$ cat config.mk
export PLATFORM = sky130hd
export DESIGN_NAME = gpe_port
export DESIGN_NICKNAME = d
export VERILOG_FILES = /design/src/logic/gpe_pkg.sv /design/src/logic/gpe_port.sv
export SDC_FILE = /design/constraint.sdc
export NUM_CORES = 1
export LEC_CHECK = 0
export ABC_AREA = 1
export BUFFER_PORTS_ARGS = -buffer_cell sky130_fd_sc_hd__buf_2
export CAP_MARGIN = 40
export CORE_ASPECT_RATIO = 1.1
export CORE_UTILIZATION = 46
export CTS_BUF_LIST = sky130_fd_sc_hd__clkbuf_16
export CTS_CLUSTER_SIZE = 12
export DETAILED_ROUTE_END_ITERATION = 16
export PLACE_DENSITY = 0.8
export RECOVER_POWER = 100
export SYNTH_ARGS = -nofsm -noshare
export SYNTH_HDL_FRONTEND = slang
export SYNTH_SLANG_ARGS = --single-unit
$ cat constraint.sdc
create_clock -name clk -period 3.8 [get_ports clk]
set_clock_uncertainty 0.2 [all_clocks]
set_input_delay 0.76 -clock clk [delete_from_list [all_inputs] [get_ports clk]]
set_output_delay 0.76 -clock clk [all_outputs]
set_load 0.005 [all_outputs]
$ cat src/logic/gpe_pkg.sv
// Overview of operation
// - eight pins; bit x of latch, direction and option controls pin x
// - direction clear makes an input; latch reads return the sampled pin level
// - latch writes on an input pin store only, pin drive unchanged
// - direction set drives the latch; reads return the stored latch value
// - option selects floating or pull-up input; pull-up only in that mode
// - mode is {direction, option}: float, pull-up/irq, open-drain, push-pull
// - latch 0 drives low; latch 1 drives high or floats in open-drain
// - interrupt input pins raise a request on a matching programmed edge
// - sense field: 01 rising, 10 falling, 11 both edges
// - per-pin detections are ORed into one shared request
// - request latch is hidden and clears on vector fetch
// - changing the sense bits clears a pending request
// - an enabled peripheral removes pull-up and interrupt from its pin; it overrides direction and latch only when driving
// - a driving peripheral forces output, push-pull or open-drain as it asks
// - peripheral input pins stay readable through the latch register
// - input pin with enabled alternate output reads the alternate output
// - output pin with alternate input feeds the peripheral the driven level
package gpe_pkg;
    // ==================================================
    // register byte offsets, one 32-bit word apart
    localparam logic [3:0] ADDR_LATCH = 4'h0;
    localparam logic [3:0] ADDR_DIR   = 4'h4;
    localparam logic [3:0] ADDR_OPT   = 4'h8;
    localparam logic [3:0] ADDR_SENSE = 4'hC;
    // ==================================================
    // reset values
    localparam logic [7:0] RST_LATCH = 8'h00;
    localparam logic [7:0] RST_DIR   = 8'h00;
    localparam logic [7:0] RST_OPT   = 8'h00;
    localparam logic [1:0] RST_SENSE = 2'h0;
    // ==================================================
    // sense field encodings
    localparam logic [1:0] SENSE_RISE = 2'h1;
    localparam logic [1:0] SENSE_FALL = 2'h2;
    localparam logic [1:0] SENSE_BOTH = 2'h3;
    // sense field position in its register
    localparam int SENSE_LSB = 0;
endpackage

$ cat src/logic/gpe_port.sv
// The register addresses and register access over Avalon-MM are this design's own decisions.
`timescale 1ns/1ps
module gpe_port (
    // clock and reset
    input  wire logic        clk,
    input  wire logic        rst,
    // avalon-mm slave
    input  wire logic [3:0]  address,
    input  wire logic        read,
    input  wire logic        write,
    input  wire logic [31:0] writedata,
    input  wire logic [3:0]  byteenable,
    output logic      [31:0] readdata,
    output logic             waitrequest,
    // pins
    input  wire logic [7:0]  pinIn,
    output logic      [7:0]  pinOut,
    output logic      [7:0]  pinOe,
    output logic      [7:0]  pullUpEn,
    // alternate peripherals
    input  wire logic [7:0]  altEn,
    input  wire logic [7:0]  altOutEn,
    input  wire logic [7:0]  altOut,
    input  wire logic [7:0]  altOpenDrain,
    output logic      [7:0]  altIn,
    // interrupt request to the cpu
    input  wire logic        vectorFetch,
    output logic             extIrq
);
    // ==================================================
    // registers
    logic [7:0] pinDataLatch;
    logic [7:0] pinDirectionSelect;
    logic [7:0] pinModeOption;
    logic [1:0] extIrqSenseConfig;
    logic [7:0] syncA;
    logic [7:0] syncB;
    logic [7:0] prevPin;
    logic       reqLatch;
    logic       ack;
    logic       wrLow;
    logic [7:0] irqPins;
    logic [7:0] hit;
    logic [7:0] drvOut;
    logic [7:0] drvOe;
    logic [7:0] readLatch;

    // one wait cycle then acknowledge
    always_ff @(posedge clk or posedge rst) begin
        if (rst) begin
            ack <= 1'b0;
        end else begin
            ack <= (read | write) & ~ack;
        end
    end
    assign waitrequest = (read | write) & ~ack;
    assign wrLow = write & ack & byteenable[0];

    // software registers, one byte each
    always_ff @(posedge clk or posedge rst) begin
        if (rst) begin
            pinDataLatch       <= gpe_pkg::RST_LATCH;
            pinDirectionSelect <= gpe_pkg::RST_DIR;
            pinModeOption      <= gpe_pkg::RST_OPT;
        end else if (wrLow) begin
            case (address)
                gpe_pkg::ADDR_LATCH: pinDataLatch <= writedata[7:0];
                gpe_pkg::ADDR_DIR:   pinDirectionSelect <= writedata[7:0];
                gpe_pkg::ADDR_OPT:   pinModeOption <= writedata[7:0];
                default: ;
            endcase
        end
    end

    // sense configuration
    always_ff @(posedge clk or posedge rst) begin
        if (rst) begin
            extIrqSenseConfig <= gpe_pkg::RST_SENSE;
        end else if (wrLow && address == gpe_pkg::ADDR_SENSE) begin
            extIrqSenseConfig <= writedata[gpe_pkg::SENSE_LSB +: 2];
        end
    end

    // two-flop pin synchroniser and edge history
    always_ff @(posedge clk or posedge rst) begin
        if (rst) begin
            syncA   <= 8'h00;
            syncB   <= 8'h00;
            prevPin <= 8'h00;
        end else begin
            syncA   <= pinIn;
            syncB   <= syncA;
            prevPin <= syncB;
        end
    end

    // pin drive with alternate override
    always_comb begin
        for (int i = 0; i < 8; i++) begin
            if (altEn[i] && altOutEn[i]) begin
                drvOut[i] = altOut[i];
                drvOe[i]  = ~altOpenDrain[i] | ~altOut[i];
            end else if (pinDirectionSelect[i]) begin
                drvOut[i] = pinDataLatch[i];
                drvOe[i]  = pinModeOption[i] | ~pinDataLatch[i];
            end else begin
                drvOut[i] = 1'b0;
                drvOe[i]  = 1'b0;
            end
        end
    end

    // register-facing copies; data outputs from flops
    always_ff @(posedge clk or posedge rst) begin
        if (rst) begin
            pinOut   <= 8'h00;
            pinOe    <= 8'h00;
            pullUpEn <= 8'h00;
            altIn    <= 8'h00;
        end else begin
            pinOut   <= drvOut;
            pinOe    <= drvOe;
            // pull-up only for pull-up input pins with no peripheral enabled
            pullUpEn <= ~pinDirectionSelect & pinModeOption & ~altEn;
            // output pins feed the peripheral from the latch
            altIn    <= (pinDirectionSelect & pinDataLatch)
                      | (~pinDirectionSelect & syncB);
        end
    end

    // edge detection on interrupt inputs
    always_comb begin
        irqPins = ~pinDirectionSelect & pinModeOption & ~altEn;
        case (extIrqSenseConfig)
            gpe_pkg::SENSE_RISE: hit = irqPins & syncB & ~prevPin;
            gpe_pkg::SENSE_FALL: hit = irqPins & ~syncB & prevPin;
            gpe_pkg::SENSE_BOTH: hit = irqPins & (syncB ^ prevPin);
            default:             hit = 8'h00;
        endcase
    end

    // hidden request latch; new event wins over clears
    always_ff @(posedge clk or posedge rst) begin
        if (rst) begin
            reqLatch <= 1'b0;
        end else if (|hit) begin
            reqLatch <= 1'b1;
        end else if (vectorFetch) begin
            reqLatch <= 1'b0;
        end else if (wrLow && address == gpe_pkg::ADDR_SENSE
                     && writedata[1:0] != extIrqSenseConfig) begin
            reqLatch <= 1'b0;
        end
    end
    assign extIrq = reqLatch;

    // read data source per pin
    always_comb begin
        for (int i = 0; i < 8; i++) begin
            if (pinDirectionSelect[i]) begin
                readLatch[i] = pinDataLatch[i];
            end else if (altEn[i] && altOutEn[i]) begin
                readLatch[i] = altOut[i];
            end else begin
                readLatch[i] = syncB[i];
            end
        end
    end

    // read data register
    always_ff @(posedge clk or posedge rst) begin
        if (rst) begin
            readdata <= 32'h0000_0000;
        end else if (read && !ack) begin
            case (address)
                gpe_pkg::ADDR_LATCH: readdata <= {24'h00_0000, readLatch};
                gpe_pkg::ADDR_DIR:
                    readdata <= {24'h00_0000, pinDirectionSelect};
                gpe_pkg::ADDR_OPT: readdata <= {24'h00_0000, pinModeOption};
                gpe_pkg::ADDR_SENSE:
                    readdata <= {30'h0000_0000, extIrqSenseConfig};
                default: readdata <= 32'h0000_0000;
            endcase
        end
    end
endmodule

# Word-level counts from Yosys, hierarchy flattened
# Index checks and enable logic that the tools add are counted.
# op_classes
n_eq_ne	7
n_mux	53
n_bitwise	60
n_reduce_logical	18
# op_table
operator	count
$and 8x8->8	9
$mux 1	51
$not 8->8	4
$pmux 8 s4	1
$not 1->1	25
$pmux 8 s3	1
$or 1x1->1	17
$logic_and 1x1->1	11
$eq 4x4->1 const B	2
$or 8x8->8	1
$reduce_or 8->1	1
$xor 8x8->8	1
$reduce_and 2->1	3
$eq 2x2->1 const B	2
$eq 4x3->1 const B	1
$logic_not 4->1	1
$and 1x1->1	3
$reduce_bool 3->1	1
$eq 2x1->1 const B	1
$ne 2x2->1	1
$logic_not 1->1	1
# totals
register_bits	116
input_bits	85
wordCells	152

# Longest topological paths before layout
# logic_depth
word_depth	8
mapped_depth	9
depth_no_buf	9

# Worst setup path before layout
# No wires, ideal clock.
# synth_timing
path_kind	input -> output
startpoint	input write
endpoint	output waitrequest
arrival_time_ns	0.907
t_required_ns	2.840
path_slack_ns	1.933
path_stages	2
n_path_buf	0
path_cell_list	nor2_1 -> nor2_1
# synth_via
elab_chain_cells	2
# synth_rtl
item	line	text
start: declaration	gpe_port.sv:10	input wire logic write,
$or 1x1->1	gpe_port.sv:56	assign waitrequest = (read | write) & ~ack;
$and 1x1->1	gpe_port.sv:56	
end: declaration	gpe_port.sv:14	output logic waitrequest,
# No other way between the ends.

# Worst setup path in the final report
# layout_timing
startpoint	input address[3]
endpoint	register pinModeOption[1]
# layout_via
elab_chain_cells	2
# layout_rtl
item	line	text
start: declaration	gpe_port.sv:8	input wire logic [3:0] address,
$eq 4x4->1	gpe_port.sv:66	case (address)
$reduce_and 2->1 (no source line)	n/a	
end signal: assignment	gpe_port.sv:64	pinModeOption <= gpe_pkg::RST_OPT;
end signal: assignment	gpe_port.sv:69	gpe_pkg::ADDR_OPT: pinModeOption <= writedata[7:0];
end: declaration	gpe_port.sv:34	logic [7:0] pinModeOption;
# No other way between the ends.
# A chain may end at the register's enable or synchronous reset.

==> results_dict.tcl <==
set metrics [dict create \
    status "finished with violations" \
    violations "max-capacitance violations, max-slew violations" \
    synthToLayoutAreaGrowth_pct 16.0 \
    clockPowerShare_pct 39.5 \
    drive_gt1_share_pct 18.6 \
    setup_tns_ps 0 \
    p_seq_share_pct 48.3 \
    hold_slack_ps 147 \
    grt_pass1_vias 3318 \
    worst_ep_required_time_ps 3840 \
    wl_mm 9.73 \
    globalplace.congestion 0.818 \
    setup.worst_path.end_class "register" \
    dp.cells 688 \
    grt_pass1_wl_mm 15.5 \
    ys_seq_area_share_pct 54.2 \
    hold_viol 0 \
    wire_per_inst_um 13.8 \
    design_area_mm2 0.00493 \
    clock_latency_ps 340 \
    synthTopCellsByCount "149 x nand2_1, 92 x dfrtp_1, 65 x inv_1" \
    chipWidth_um 93.6 \
    coreArea_mm2 0.00892 \
    synth_edf_count 0 \
    cts_tree "built" \
    boundaryPins 151 \
    critPathLaunchType "input port" \
    cts_resized 0 \
    ant_nets 0 \
    start_util_pct 47.6 \
    finalMaxSlewViolations 45 \
    netlist_top_cells_area "dfrtp_1 54%, nand2_1 13%, inv_1 5.7%" \
    vdd_drop_max_mv 0.201 \
    vias 3428 \
    drtPass1Iterations 4 \
    routed_via_density 4.87 \
    tightest_slew_ps 1990 \
    pwr-share-comb_pct 12.2 \
    fin_crit_ps 2760 \
    drv_cap 1 \
    ys.warnings.count 0 \
    hp-class "register to register" \
    yosysTopAreaCell "dfrtp_1" \
    clk_path_buf_depth 2 \
    sw_frac_of_total_pct 26.2 \
    p_switching_uw 625 \
    cts_buffers 9 \
    async_flop_share_pct 100 \
    syn_area_mm2 0.00425 \
    gr-total-overflow 0 \
    hold_depth 0 \
    antenna_found_initial 0 \
    syn_area_per_cell_um2 8.83 \
    yosys_register_bits 92 \
    synth.most_common_cell "nand2_1" \
    drt_iter0_drc 155 \
    crit_type "input port to register" \
    diodes 0 \
    portBuffers 99 \
    fin_crit_sh_pct 72.6 \
    cp.arrival_ps 2800 \
    cts_max_level 3 \
    rsz0062_at_grt "no" \
    yosysTopAreaCellShare_pct 54.2 \
    grt_use_total_pct 21.6 \
    power.internal_uw 1760 \
    hold_buffers 0 \
    fp.dieArea_mm2 0.00962 \
    die_h_um 103 \
    rr_worst_depth 4 \
    leakage_uw 0.00268 \
    dpl.hpwl_mm 6.76 \
    grt_max_degree 49 \
    crit_fanout 16 \
    drc_errors 0 \
    cts-root-buf "clkbuf_16" \
    synth_cells 481 \
    placed_area_mm2 0.00476 \
    cts.sinks 92 \
    power_density_mw_per_mm2 484 \
    nNetsFinal 670 \
    ys_types 26 \
    rows 36 \
    clkTransAtPathRegs_ps 60 \
    fin_util_pct 55.3 \
    setup_viol 0 \
    ys.flop_type "dfrtp_1" \
    fmax_mhz 362 \
    fin_cells 704 \
    postCtsSetupBuffers 0 \
    relSlewSlack_pct -33.1 \
]
[cells by family after synthesis]
| family | after synthesis | synth area share, % |
|---|---|---|
| AND/OR/NAND/NOR | 232 | 23.9 |
| buffers and inverters | 99 | 11.8 |
| flip-flops | 92 | 54.2 |
| AO/OA/AOI/OAI | 55 | 9.63 |
| XOR/XNOR | 2 | 0.412 |
| other | 1 | 0.0883 |
[metrics by stage]
stage / setup slack (ps) / total power [uW]
floorplan: 448 / 1360
global route: 887 / 2500
global placement: 1240 / 1460
finish: 1040 / 2390
detailed placement: 1350 / 1480
CTS: 1620 / 2430
[cell type report]
class                   instances  area (um2)
repair buffers                101         492
well taps                     114         143
fillers                       829        3990
multi-input cells             313        1420
clock buffers                   9         225
flip-flops and latches         92        2300
clock inverters                 7        91.3
inverters                      68         256
[layout by cell type, fill, tap and decap left out]
cell type and count:
xnor2_1 2, buf_12 1, nor2_1 27, nand4_1 5, clkbuf_1 31, o21ai_2 7
o21ai_0 31, buf_2 68, a22oi_1 7, inv_1 64, clkbuf_16 9, clkinv_4 1
nor3_1 2, o21bai_1 3, nor2_2 1, clkinvlp_4 1, inv_2 3, nand2_2 6
dfrtp_1 92, a21oi_1 2, nand2_1 150, buf_8 1, nor3_4 1, nand3_1 40
clkinv_2 3, clkinvlp_2 1, a31o_2 5, conb_1 24, bufinv_16 2
[state kept, by name, indices dropped and copies added, names as in the netlist, 2 cells and up]
signal,cells
syncA,8
extIrqSenseConfig,2
syncB,8
readdata,8
pinModeOption,8
altIn,8
pinOut,8
prevPin,8
pinOe,8
pullUpEn,8
pinDirectionSelect,8
pinDataLatch,8
[layer usage]
metal | track usage, % | vias up | share of wire [%]
met3 | 3.39 | 26 | 4.5
li1 | - | 1669 | -
met1 | 25.7 | 1626 | 40
met5 | 0 | - | 0
met2 | 37.5 | 107 | 52
met4 | 12.2 | 0 | 3.3
[power by group through the flow]
stage / clock network (uW) / logic (uW) / registers (uW)
finish: 943 / 291 / 1150
global route: 1000 / 336 / 1170
CTS: 958 / 320 / 1150
detailed placement: 0 / 316 / 1170
global placement: 0 / 302 / 1160
floorplan: 0 / 213 / 1150
[final timing paths]
kind | end | startpoint | slack, ps
setup reg to reg | readdata[6]$_DFFE_PP0P_ | ack$_DFF_PP0_ | 1880
min in group asynchronous | altIn[5]$_DFF_PP0_ | rst | 730
setup / recovery | pinModeOption[1]$_DFFE_PP0P_ | address[3] | 1040
max in group asynchronous | extIrq$_DFFE_PP0P_ | rst | 1740
hold / removal | syncB[4]$_DFF_PP0_ | syncA[4]$_DFF_PP0_ | 150
hold reg to reg | syncB[4]$_DFF_PP0_ | syncA[4]$_DFF_PP0_ | 150
[worst max-delay path, stage by stage]
cell and delay [ps]:
clkbuf_1 240, inv_2 50, nor2_1 610, nand3_1 720
o21ai_0 410
No activity file was read; power rests on OpenSTA's default activity.
